## config.mk

```make
export PLATFORM = sky130hd
export DESIGN_NAME = sbm_sequencer
export DESIGN_NICKNAME = d
export VERILOG_FILES = /design/src/pkg/sbm_pkg.sv /design/src/design/sbm_sequencer.sv
export VERILOG_INCLUDE_DIRS = /design/src /design/src/pkg
export SDC_FILE = /design/constraint.sdc
export NUM_CORES = 2
export LEC_CHECK = 0
export ABC_AREA = 1
export BUFFER_PORTS_ARGS = -buffer_cell sky130_fd_sc_hd__buf_2
export CAP_MARGIN = 5
export CORE_UTILIZATION = 35
export DETAILED_ROUTE_END_ITERATION = 16
export PLACE_DENSITY = 0.55
export SYNTH_ARGS = -nofsm -noshare
export SYNTH_HDL_FRONTEND = slang
export SYNTH_SLANG_ARGS = --single-unit
```

## constraint.sdc

```tcl
create_clock -name clk_sys -period 11.05 [get_ports clk_sys]
set_clock_uncertainty 0.2 [all_clocks]
set_input_delay 2.7625 -clock clk_sys [delete_from_list [all_inputs] [get_ports clk_sys]]
set_output_delay 2.7625 -clock clk_sys [all_outputs]
set_load 0.03 [all_outputs]
```

## src/pkg/sbm_consts.svh

```systemverilog
// Offsets, field positions, reset values and timing figures of the measurement sequencer.
// Assumes inclusion by bare name; it holds definitions only.
`ifndef SBM_CONSTS_SVH
`define SBM_CONSTS_SVH

// ----------------------------------------
// Register byte offsets
// ----------------------------------------
`define SBM_OFS_CFG 8'h00
`define SBM_OFS_SHUNT 8'h04
`define SBM_OFS_BUS 8'h08
`define SBM_OFS_PWR 8'h0c
`define SBM_OFS_CUR 8'h10
`define SBM_OFS_CAL 8'h14
`define SBM_OFS_STATUS 8'h18
`define SBM_OFS_IRQ_STAT 8'h1c
`define SBM_OFS_IRQ_MASK 8'h20

// ----------------------------------------
// Field positions and reset values
// ----------------------------------------
`define SBM_CFG_W 12
`define SBM_CFG_RST 12'h127
`define SBM_IRQ_W 2
`define SBM_IRQ_DONE 0
`define SBM_IRQ_WAKE 1

// ----------------------------------------
// Timing: clock rate, conversion and recovery times; current and power shifts
// ----------------------------------------
`define SBM_CLK_MHZ 25
`define SBM_CT_US_LIST 140, 204, 332, 588, 1100, 2116, 4156, 8244
`define SBM_RECOVERY_US 40000
`define SBM_CUR_SHIFT 11
`define SBM_PWR_SHIFT 13

`endif

```

## src/pkg/sbm_pkg.sv

```systemverilog
// Types shared by the measurement sequencer and its bench.
// Assumes the constants header is on the include path.
package sbm_pkg;

  // ----------------------------------------
  // Configuration word layout
  // ----------------------------------------
  typedef struct packed {
    logic [2:0] avg;       // Log2 of the averaging count
    logic [2:0] bus_ct;    // Bus conversion_time_code
    logic [2:0] shunt_ct;  // Shunt conversion_time_code
    logic [2:0] mode;      // Operating mode
  } sbm_cfg_t;

  // ----------------------------------------
  // One averaged result set
  // ----------------------------------------
  typedef struct packed {
    logic [15:0] shunt;
    logic [15:0] bus;
    logic [15:0] cur;
    logic [15:0] pwr;
  } sbm_res_t;

  // ----------------------------------------
  // Sequencer states
  // ----------------------------------------
  typedef enum logic [2:0] {
    SBM_OFF,
    SBM_WAKE,
    SBM_IDLE,
    SBM_SHUNT,
    SBM_BUS
  } sbm_state_t;

endpackage

```

## src/design/sbm_sequencer.sv

```systemverilog
// Shunt and bus measurement sequencer with APB register file and interrupt.
// Assumes an outside converter front end that presents shunt_code and bus_code
// as steady values, sampled at the end of each conversion window.
//
// Design decisions made here: the register addresses and the APB interface to the registers.
`timescale 1ns/100ps
`include "sbm_consts.svh"

module sbm_sequencer
  import sbm_pkg::*;
#(
  parameter int unsigned CLK_MHZ = `SBM_CLK_MHZ,
  parameter int unsigned CT_US [8] = '{`SBM_CT_US_LIST},
  parameter int unsigned RECOVERY_US = `SBM_RECOVERY_US,
  parameter int unsigned CUR_SHIFT = `SBM_CUR_SHIFT,
  parameter int unsigned PWR_SHIFT = `SBM_PWR_SHIFT
)
(
  input wire logic clk_sys,
  input wire logic rst,
  input wire logic psel,
  input wire logic penable,
  input wire logic pwrite,
  input wire logic [7:0] paddr,
  input wire logic [31:0] pwdata,
  output logic [31:0] prdata,
  output logic pready,
  output logic pslverr,
  input wire logic signed [15:0] shunt_code,
  input wire logic [15:0] bus_code,
  output logic front_end_on,
  output logic conv_shunt,
  output logic conv_bus,
  output logic irq
);

  // ----------------------------------------
  // Derived cycle counts
  // ----------------------------------------
  // Recovery count, far above 4096 cycles, so a bench shortens RECOVERY_US
  localparam int unsigned WAKE_CYC = RECOVERY_US * CLK_MHZ;

  // Conversion window length for one conversion_time_code
  function automatic logic [31:0] conv_cyc(input logic [2:0] code);
    int unsigned n;
    n = CT_US[code] * CLK_MHZ;
    conv_cyc = (n == 0) ? 32'h1 : 32'(n);
  endfunction

  // ----------------------------------------
  // State
  // ----------------------------------------
  sbm_state_t state, next_state;               // Sequencer state
  logic [31:0] cnt, next_cnt;                  // Window counter
  logic [7:0] nsamp, next_nsamp;               // Samples taken in this run
  logic signed [31:0] acc_s, next_acc_s;       // Shunt accumulator
  logic signed [31:0] acc_b, next_acc_b;       // Bus accumulator
  logic signed [31:0] acc_c, next_acc_c;       // Current accumulator
  logic signed [31:0] acc_p, next_acc_p;       // Power accumulator
  logic signed [15:0] last_cur, next_last_cur; // Current used by the power step
  sbm_res_t res, next_res;                     // Output result registers
  sbm_cfg_t cfg, next_cfg;                     // Configuration register
  logic [15:0] cal, next_cal;                  // Calibration register
  logic rdy, next_rdy;                         // conversion_ready_flag
  logic [`SBM_IRQ_W-1:0] irq_stat, next_irq_stat; // Sticky events
  logic [`SBM_IRQ_W-1:0] irq_mask, next_irq_mask; // Interrupt enables

  // ----------------------------------------
  // Bus decode
  // ----------------------------------------
  logic acc_wr;          // Write access phase
  logic acc_rd;          // Read access phase
  logic mapped;          // Address hits a register
  logic cfg_wr;          // Configuration write this cycle
  logic stat_rd;         // Status read this cycle
  sbm_cfg_t wr_cfg;      // Configuration being written

  assign acc_wr = psel && penable && pwrite;
  assign acc_rd = psel && penable && !pwrite;
  assign wr_cfg = sbm_cfg_t'(pwdata[`SBM_CFG_W-1:0]);
  assign cfg_wr = acc_wr && (paddr == `SBM_OFS_CFG);
  assign stat_rd = acc_rd && (paddr == `SBM_OFS_STATUS);
  // Zero wait states: every access finishes in its first access cycle
  assign pready = 1'b1;
  assign pslverr = psel && penable && !mapped;

  // Read mux; reads have no side effect on the sequence, only on the flag
  always_comb
  begin
    mapped = 1'b1;
    prdata = 32'h0;
    if (paddr == `SBM_OFS_CFG)
      prdata = {20'h0, cfg};
    else if (paddr == `SBM_OFS_SHUNT)
      prdata = {16'h0, res.shunt};
    else if (paddr == `SBM_OFS_BUS)
      prdata = {16'h0, res.bus};
    else if (paddr == `SBM_OFS_PWR)
      prdata = {16'h0, res.pwr};
    else if (paddr == `SBM_OFS_CUR)
      prdata = {16'h0, res.cur};
    else if (paddr == `SBM_OFS_CAL)
      prdata = {16'h0, cal};
    else if (paddr == `SBM_OFS_STATUS)
      prdata = {30'h0, front_end_on, rdy};
    else if (paddr == `SBM_OFS_IRQ_STAT)
      prdata = {30'h0, irq_stat};
    else if (paddr == `SBM_OFS_IRQ_MASK)
      prdata = {30'h0, irq_mask};
    else
    begin
      mapped = 1'b0;
    end
  end

  // ----------------------------------------
  // Background arithmetic
  // ----------------------------------------
  logic signed [32:0] cur_prod; // Shunt times calibration
  logic signed [15:0] cur_calc; // Current from this shunt sample
  logic [16:0] cur_mag;         // Magnitude of the current
  logic [32:0] pwr_prod;        // Magnitude times bus code
  logic [15:0] pwr_calc;        // Power from this bus sample

  // Combinational so a sample and its derived values land on the same edge
  always_comb
  begin
    cur_prod = 33'(shunt_code) * $signed({17'h0, cal});
    cur_calc = (cal == 16'h0) ? 16'sh0 : 16'(cur_prod >>> CUR_SHIFT);
    cur_mag = last_cur[15] ? 17'(-32'(last_cur)) : 17'(32'(last_cur));
    pwr_prod = 33'(cur_mag) * 33'(bus_code);
    pwr_calc = (cal == 16'h0) ? 16'h0 : 16'(pwr_prod >> PWR_SHIFT);
  end

  // ----------------------------------------
  // Mode decode
  // ----------------------------------------
  logic pd_now;          // Current mode is power-down
  logic pd_new;          // Written mode is power-down
  logic last_sample;     // This sample completes the averaging run
  sbm_state_t first_st;  // First conversion of a sample, current cfg
  sbm_state_t first_new; // First conversion of a sample, written cfg

  assign pd_now = (cfg.mode[1:0] == 2'b00);
  assign pd_new = (wr_cfg.mode[1:0] == 2'b00);
  // Mode bit 0 enables shunt, bit 1 enables bus
  assign first_st = cfg.mode[0] ? SBM_SHUNT : SBM_BUS;
  assign first_new = wr_cfg.mode[0] ? SBM_SHUNT : SBM_BUS;
  assign last_sample = (nsamp == 8'((9'h1 << cfg.avg) - 9'h1));

  // ----------------------------------------
  // Sequencer next state
  // ----------------------------------------
  always_comb
  begin
    next_state = state;
    next_cnt = cnt + 32'h1;
    next_nsamp = nsamp;
    next_acc_s = acc_s;
    next_acc_b = acc_b;
    next_acc_c = acc_c;
    next_acc_p = acc_p;
    next_last_cur = last_cur;
    next_res = res;
    next_cfg = cfg;
    next_cal = cal;
    next_rdy = rdy;
    next_irq_stat = irq_stat;
    next_irq_mask = irq_mask;
    // Register writes, accepted in every state
    if (acc_wr && paddr == `SBM_OFS_CAL)
    begin
      next_cal = pwdata[15:0];
    end
    if (acc_wr && paddr == `SBM_OFS_IRQ_MASK)
    begin
      next_irq_mask = pwdata[`SBM_IRQ_W-1:0];
    end
    if (acc_wr && paddr == `SBM_OFS_IRQ_STAT)
    begin
      next_irq_stat = irq_stat & ~pwdata[`SBM_IRQ_W-1:0];
    end
    // Flag clears first, so a completion in the same cycle wins below
    if ((cfg_wr && !pd_new) || stat_rd)
    begin
      next_rdy = 1'b0;
    end
    case (state)
      SBM_OFF:
      begin
        next_cnt = 32'h0;
      end
      SBM_WAKE:
      begin
        // Front end is settling; no sample is taken before recovery ends
        if (cnt == 32'(WAKE_CYC) - 32'h1 || WAKE_CYC == 0)
        begin
          next_state = first_st;
          next_cnt = 32'h0;
          next_irq_stat[`SBM_IRQ_WAKE] = 1'b1;
        end
      end
      SBM_IDLE:
      begin
        next_cnt = 32'h0;
      end
      SBM_SHUNT:
      begin
        if (cnt == conv_cyc(cfg.shunt_ct) - 32'h1)
        begin
          next_acc_s = acc_s + 32'(shunt_code);
          next_acc_c = acc_c + 32'(cur_calc);
          next_last_cur = cur_calc;
          next_cnt = 32'h0;
          if (cfg.mode[1])
          begin
            next_state = SBM_BUS;
          end
        end
      end
      SBM_BUS:
      begin
        if (cnt == conv_cyc(cfg.bus_ct) - 32'h1)
        begin
          next_acc_b = acc_b + $signed({16'h0, bus_code});
          next_acc_p = acc_p + $signed({16'h0, pwr_calc});
          next_cnt = 32'h0;
        end
      end
      default:
      begin
        next_state = SBM_OFF;
      end
    endcase
    // End of one sample: either its last conversion just finished
    if ((state == SBM_BUS && cnt == conv_cyc(cfg.bus_ct) - 32'h1) ||
        (state == SBM_SHUNT && !cfg.mode[1] && cnt == conv_cyc(cfg.shunt_ct) - 32'h1))
    begin
      if (last_sample)
      begin
        // Only converted channels are loaded; the others keep old values
        if (cfg.mode[0])
        begin
          next_res.shunt = 16'(next_acc_s >>> cfg.avg);
          next_res.cur = 16'(next_acc_c >>> cfg.avg);
        end
        if (cfg.mode[1])
        begin
          next_res.bus = 16'(next_acc_b >>> cfg.avg);
          next_res.pwr = 16'(next_acc_p >>> cfg.avg);
        end
        next_acc_s = 32'sh0;
        next_acc_b = 32'sh0;
        next_acc_c = 32'sh0;
        next_acc_p = 32'sh0;
        next_nsamp = 8'h0;
        next_rdy = 1'b1;
        next_irq_stat[`SBM_IRQ_DONE] = 1'b1;
        next_state = cfg.mode[2] ? first_st : SBM_IDLE;
      end
      else
      begin
        next_nsamp = nsamp + 8'h1;
        next_state = first_st;
      end
    end
    // Configuration write overrides the sequence and restarts it, or stops it when the new mode is power-down
    if (cfg_wr)
    begin
      next_cfg = wr_cfg;
      next_cnt = 32'h0;
      next_nsamp = 8'h0;
      next_acc_s = 32'sh0;
      next_acc_b = 32'sh0;
      next_acc_c = 32'sh0;
      next_acc_p = 32'sh0;
      if (pd_new)
      begin
        next_state = SBM_OFF;
      end
      else if (state == SBM_OFF || state == SBM_WAKE)
      begin
        next_state = SBM_WAKE;
      end
      else
      begin
        next_state = first_new;
      end
    end
  end

  // ----------------------------------------
  // Sequencer registers
  // ----------------------------------------
  // Reset starts a continuous run with a powered front end
  always_ff @(posedge clk_sys or posedge rst)
  begin
    if (rst)
    begin
      state <= SBM_SHUNT;
      cnt <= 32'h0;
      nsamp <= 8'h0;
      acc_s <= 32'sh0;
      acc_b <= 32'sh0;
      acc_c <= 32'sh0;
      acc_p <= 32'sh0;
      last_cur <= 16'sh0;
      res <= '0;
      cfg <= sbm_cfg_t'(`SBM_CFG_RST);
      cal <= 16'h0;
      rdy <= 1'b0;
      irq_stat <= '0;
      irq_mask <= '0;
    end
    else
    begin
      state <= next_state;
      cnt <= next_cnt;
      nsamp <= next_nsamp;
      acc_s <= next_acc_s;
      acc_b <= next_acc_b;
      acc_c <= next_acc_c;
      acc_p <= next_acc_p;
      last_cur <= next_last_cur;
      res <= next_res;
      cfg <= next_cfg;
      cal <= next_cal;
      rdy <= next_rdy;
      irq_stat <= next_irq_stat;
      irq_mask <= next_irq_mask;
    end
  end

  // ----------------------------------------
  // Outputs
  // ----------------------------------------
  // Front end is powered except in power-down
  assign front_end_on = (state != SBM_OFF);
  assign conv_shunt = (state == SBM_SHUNT);
  assign conv_bus = (state == SBM_BUS);
  assign irq = |(irq_stat & irq_mask);

endmodule

```

Word-level counts from Yosys, hierarchy flattened:

Memory sizes are Yosys's and may differ from the RTL's.
Index checks and enable logic that the tools add are counted.

* flip-flop bits (word level): 284
* bits in latches: 0
* bits in writable memories: 0
* memory bits (read-only): 512
* input port bits: 77
* logic and storage cells: 178
* memories: 2

Memory list
* (name not given): words 8, bits a word 32, rd ports 1, clocked after Yosys merged registers in 0, wr ports 0, line sbm_sequencer.sv:46 `n = CT_US[code] * CLK_MHZ;`
* (name not given): words 8, bits a word 32, rd ports 1, clocked after Yosys merged registers in 0, wr ports 0, line sbm_sequencer.sv:46

* add/subtract/negate cells: 10
* multiply operators: 4
* divide/modulo/power cells: 0
* $lt $le $gt $ge: 2
* eq/ne operators: 20
* shifts and indexed selects: 5
* muxes and demuxes: 75
* bitwise gates (word level): 5
* reductions and logical operators: 35

Operators by type and width (count)
* two-way mux 32 bit: 31
* one-hot mux 32 bit (4 select lines): 1
* >>> shifter 32 x 3 -> 16 bit: 4
* two-way mux 16 bit: 7
* adder 32 x 16 -> 32 bit: 2
* adder 32 x 17 -> 32 bit: 2
* equality test 32 bit: 2
* logical NOT 32 bit: 2
* multiplier 32 x 5 -> 32 bit (second input constant): 2
* subtractor 32 x 1 -> 32 bit (second input constant): 2
* two-way mux 3 bit: 11
* adder 32 x 1 -> 32 bit (second input constant): 1
* equality test 32 x 20 -> 1 bit (second input constant): 1
* equality test 8 x 5 -> 1 bit (second input constant): 4
* multiplier 17 x 16 -> 29 bit: 1
* multiplier 16 x 17 -> 27 bit: 1
* two-way mux 8 bit: 3
* two-way mux 17 bit: 1
* negation 16 -> 17 bit: 1
* equality test 8 x 4 -> 1 bit (second input constant): 2
* logical NOT 16 bit: 1
* two-way mux 1 bit: 16
* logical AND 1 bit: 13
* one-hot mux 3 bit (3 select lines): 1
* 29 further kinds: 44

Logic depth before layout (Yosys ltp):

* depth after elaboration: 14
* depth in mapped cells: 57

Worst setup path before layout:

OpenSTA, ideal clock, no wires.

* kind: input-to-reg
* start: in bus_code[6]
* end: reg res[15] (netlist name)
* setup time: 0.117 ns
* data arrival time: 10.162 ns
* slack: 0.571 ns
* stages on the path: 46
* buffers on the path: 1
* path through: inv_1 > clkbuf_1 > nor2_1 > fa_1 > inv_1 > fa_1 > inv_1 > fa_1 > inv_1 > fa_1 > inv_1 > fa_1 > inv_1 > fa_1 > inv_1 > ha_1 > nand2_1 > nor2_1 > [10 not listed] > nand3_1 > nand2_1 > nor2_1 > ha_1 > nand2_1 > or2_2 > a211o_1 > nand3_1 > xor2_1 > nand3_1 > nand2_1 > nand2_1 > nand3_1 > nand2_1 > nand2_1 > nand3_1 > nand3_1 > nand2_1

* longest elaborated chain between the ends: 6

RTL lines
* start, declared: line sbm_sequencer.sv:30 `input wire logic [15:0] bus_code,`
* multiplier 17 x 16 -> 29 bit: line sbm_sequencer.sv:131 `pwr_prod = 33'(cur_mag) * 33'(bus_code);`
* two-way mux 16 bit: line sbm_sequencer.sv:132 `pwr_calc = (cal == 16'h0) ? 16'h0 : 16'(pwr_prod >> PWR_SHIFT);`
* adder 32 x 17 -> 32 bit: line sbm_sequencer.sv:226 `next_acc_p = acc_p + $signed({16'h0, pwr_calc});`
* two-way mux 32 bit: line sbm_sequencer.sv:223 `if (cnt == conv_cyc(cfg.bus_ct) - 32'h1)`
* two-way mux 32 bit: line sbm_sequencer.sv:188 `case (state)`
* >>> shifter 32 x 3 -> 16 bit: line sbm_sequencer.sv:250 `next_res.pwr = 16'(next_acc_p >>> cfg.avg);`
* end signal, assigned: line sbm_sequencer.sv:325 `res <= next_res;`
* end, declared: line sbm_sequencer.sv:61 `sbm_res_t res, next_res;`

No other way between the ends.
A chain may end at the register's enable or synchronous reset.

Worst setup path in the final report:

Ends and elaborated chain as after synthesis.

==> flow_summary_export.csv <==
group,metric,value,unit
floorplan,initial_core_util,0.354,
cts,cts_max_level,2,
worst_hold_path,hold_class,"register to register",
cts,cts_tree,"built",
synth,synth_compound_area_frac,0.0722,
cts,clk_latency,550,ps
cts,clk_pin_slew,60,ps
finish,n_antenna_cell,0,
finish,instances_no_fill,7001,
run,max_cap_violations,0,
finish,n_fill_cell,11600,
synth,synth_warnings,0,
detailed_routing,vias,34900,
finish,drive_gt1_frac,0.0700,
cts,cts_root_buf,"clkbuf_16",
cts,numCtsBuffers,34,
finish,regArea,0.00622,mm^2
synth,synth_seq_area_share,0.163,
finish,multi_input_area,0.0270,mm^2
synth,synthXorXnorAreaFrac,0.0337,
grt,antenna_found_initial,1,
setup_path,cp-end-kind,"register",
cts,cts_hold_buf,0,
sta,min_period,10510,ps
setup_path,crit_path_max_incr_delay,550,ps
sta,rsz0062_at_grt,"false",
setup_path,critPathMaxFanout,4,
sta,hold_viol,0,
sta,worstMarginPinSlew,1180,ps
setup_path,path_common_cell,"nand2_1",
setup_path,path_class,"input pin to register",
synth,synth-seq-cells,248,
synth,synth_edf_count,0,
synth,synth_flop_cell,"dfrtp_1",
synth,synth_fa_ha_area_frac,0.311,
power,total_power,4.09,mW
setup_path,worstPathRequired,11280,ps
floorplan,die_h,332,um
grt,grt_pass1_wl,190,mm
floorplan,die_area,0.110,mm^2
finish,final_core_util,0.390,
grt,globalRoute.totalOverflow,0,
status,status,"complete, no violations",
setup_path,cp-start-kind,"input pin",
placement,globalplace.congestion,0.914,
synth,netlist_area,0.0381,mm^2
synth,synth-async-reset-ratio,1.00,
floorplan,die_w,332,um
sta,min_period_over_period,0.951,
setup_path,cp.arrival,10740,ps
floorplan,rows,120,
cts,postCtsSetupBuffers,0,
detailed_routing,drcViolationCount,0,
sta,relSlewSlack,0.212,
sta,setup_viol,0,
detailed_routing,ant_nets,0,
synth,synthSimpleGateAreaFrac,0.288,
synth,ys_types,67,
cts,max-clock-path-buffers,3,
sta,slew_violations,0,
sta,fmax,95.2,MHz
cts,clock-sinks,248,
power,vdd_drop_max,0.115,mV
grt,gr-usage-all-layers,0.216,
detailed_routing,firstDrtPassIters,5,
synth,synth_top_family_by_area,"adder cells",
floorplan,core_area,0.108,mm^2
detailed_routing,via_per_inst,4.99,
placement,io_buffers,81,
power,p_leak,22.8,nW
power,p_per_area,97.8,mW/mm^2
detailed_routing,wl_per_cell,16.9,um
detailed_routing,drt-total-wl,118,mm
synth,synthMuxAreaShare,0.000558,
placement,place_hpwl,94.7,mm
finish,synthToLayoutAreaGrowth,9.90,%
detailed_routing,drt_iter0_markers,2453,
finish,nets,6358,
grt,first_global_vias,34500,
grt,grt_max_degree,160,
placement,place_inst,6942,
floorplan,ioPinCount,115,
synth,synthCells,5471,
setup_path,critPathSlowestCell,"fa_1",
synth,synth.avg_cell_area,6.96,um^2
## critical path: cells and delay by family
kind / cells / cell delay [ps]
xor+xnor: 1 / 170
fa+ha+maj: 8 / 3760
compound gates: 4 / 600
simple gates: 25 / 2420
buf+inv: 11 / 1020
## power by group
| part | total (mW) | switching (mW) | internal [mW] |
|---|---|---|---|
| combinational | 1.97 | 1.21 | 0.759 |
| clock | 1.16 | 0.465 | 0.695 |
| sequential | 0.963 | 0.0284 | 0.934 |
## layout make-up
| type | count | share of cell area |
|---|---|---|
| multi-input combinational | 3974 | 0.646 |
| sequential | 248 | 0.149 |
| inverter | 1059 | 0.0951 |
| tap | 1403 | 0.0419 |
| timing repair buffer | 258 | 0.0417 |
| clock buffer | 44 | 0.0224 |
| clock inverter | 15 | 0.00457 |
## routing by layer
layer,track usage,share of wire
met5,0,0
met4,0.0611,0.031
met3,0.0259,0.055
met2,0.351,0.45
met1,0.301,0.46
## layout by cell type, fill, tap and decap left out, drive strengths merged, types with 3 or more instances in the layout
master / synthesis / final
dfrtp: 241 / 241
clkinv: 10 / 17
o22ai: 8 / 8
a31oi: 13 / 13
and2: 4 / 4
or2: 15 / 15
a211oi: 7 / 7
xnor2: 61 / 61
nor2: 372 / 372
o221ai: 3 / 3
ha: 306 / 306
o21bai: 12 / 12
a21o: 14 / 14
buf: 76 / 258
conb: 2 / 33
xor2: 83 / 83
nand3: 483 / 483
a21boi: 6 / 6
nand3b: 3 / 3
inv: 1049 / 1051
o2111ai: 14 / 14
a221oi: 11 / 11
o211ai: 10 / 10
nand4: 92 / 92
o21ai: 170 / 170
dfstp: 7 / 7
nor3b: 9 / 9
a21oi: 195 / 195
o31ai: 3 / 3
o21a: 7 / 7
fa: 400 / 400
nand2: 1544 / 1544
nor4: 14 / 14
clkbuf: 145 / 44
bufinv: 0 / 4
nor3: 66 / 66
## state kept, by name, indices dropped and copies added, names as in the netlist
| signal | cells |
|---|---|
| rdy | 1 |
| irq_mask | 2 |
| nsamp | 8 |
| irq_stat | 2 |
| acc_c | 23 |
| last_cur | 16 |
| cfg | 12 |
| acc_b | 23 |
| acc_p | 23 |
| acc_s | 23 |
| cal | 16 |
| state | 3 |
| res | 64 |
| cnt | 32 |
## synthesized netlist by cell type (all sizes together) (3+ instances only)
| cell type | number | area, um^2 |
|---|---|---|
| buf | 76 | 480 |
| o21bai | 12 | 90.1 |
| nor4 | 14 | 93.8 |
| nor3 | 66 | 378 |
| o2111ai | 14 | 123 |
| o31ai | 3 | 22.5 |
| fa | 400 | 8010 |
| a211oi | 7 | 52.6 |
| a21o | 14 | 105 |
| nand3b | 3 | 22.5 |
| ha | 306 | 3830 |
| dfstp | 7 | 184 |
| nand3 | 483 | 2420 |
| nand2 | 1544 | 5840 |
| a21oi | 195 | 980 |
| a221oi | 11 | 96.3 |
| or2 | 15 | 93.8 |
| o221ai | 3 | 26.3 |
| nand4 | 92 | 582 |
| xor2 | 83 | 727 |
| o21ai | 170 | 851 |
| dfrtp | 241 | 6030 |
| nor2 | 372 | 1450 |
| clkinv | 10 | 38.8 |
| o211ai | 10 | 75.1 |
| and2 | 4 | 25.0 |
| clkbuf | 145 | 544 |
| nor3b | 9 | 67.6 |
| o21a | 7 | 52.6 |
| a31oi | 13 | 81.3 |
| inv | 1049 | 3940 |
| xnor2 | 61 | 534 |
| o22ai | 8 | 50.1 |
| a21boi | 6 | 45.1 |
## cell families (layout without fill, tap and decap cells)
family | after synthesis | after routing
AOI/OAI and AO/OA | 484 | 484
xor gates and xnor gates | 145 | 145
adders and majority gates | 706 | 706
buffers and inverters | 1280 | 1376
DFF | 248 | 248
muxes | 2 | 2
other | 2 | 33
and+or+nand+nor | 2604 | 2604
## worst paths after layout
kind	slack, ps	cells past startpoint	endpoint	startpoint
max in group asynchronous	7170	3	acc_b[7]$_DFF_PP0_	rst
worst max register to register	840	58	res[15]$_DFFE_PP0P_	last_cur[1]$_DFFE_PP0P_
worst max-delay path	540	49	res[15]$_DFFE_PP0P_	bus_code[6]
min in group asynchronous	2110	2	acc_s[19]$_DFF_PP0_	rst
worst min-delay path	270	1	cnt[0]$_DFF_PP0_	cnt[0]$_DFF_PP0_
worst min register to register	270	1	cnt[0]$_DFF_PP0_	cnt[0]$_DFF_PP0_
## metrics by stage
step	cell area [um^2]	worst slack (ps)	hold slack [ps]	TNS (ps)
6_report	41900	544	273	0
4_1_cts	41900	483	272	0
3_5_place_dp	40700	-41.9	255	-121
3_3_place_gp	40700	-32.6	258	-46.5
2_1_floorplan	38200	571	233	0
5_1_grt	41900	30.1	296	0
## what timing repair did
action                                  4_1_cts  5_1_grt
endpoints found under the setup margin        0       13
endpoints found under the hold margin         0        0
gates resized for setup                       0        3
Power figures use the tool's default switching activity.
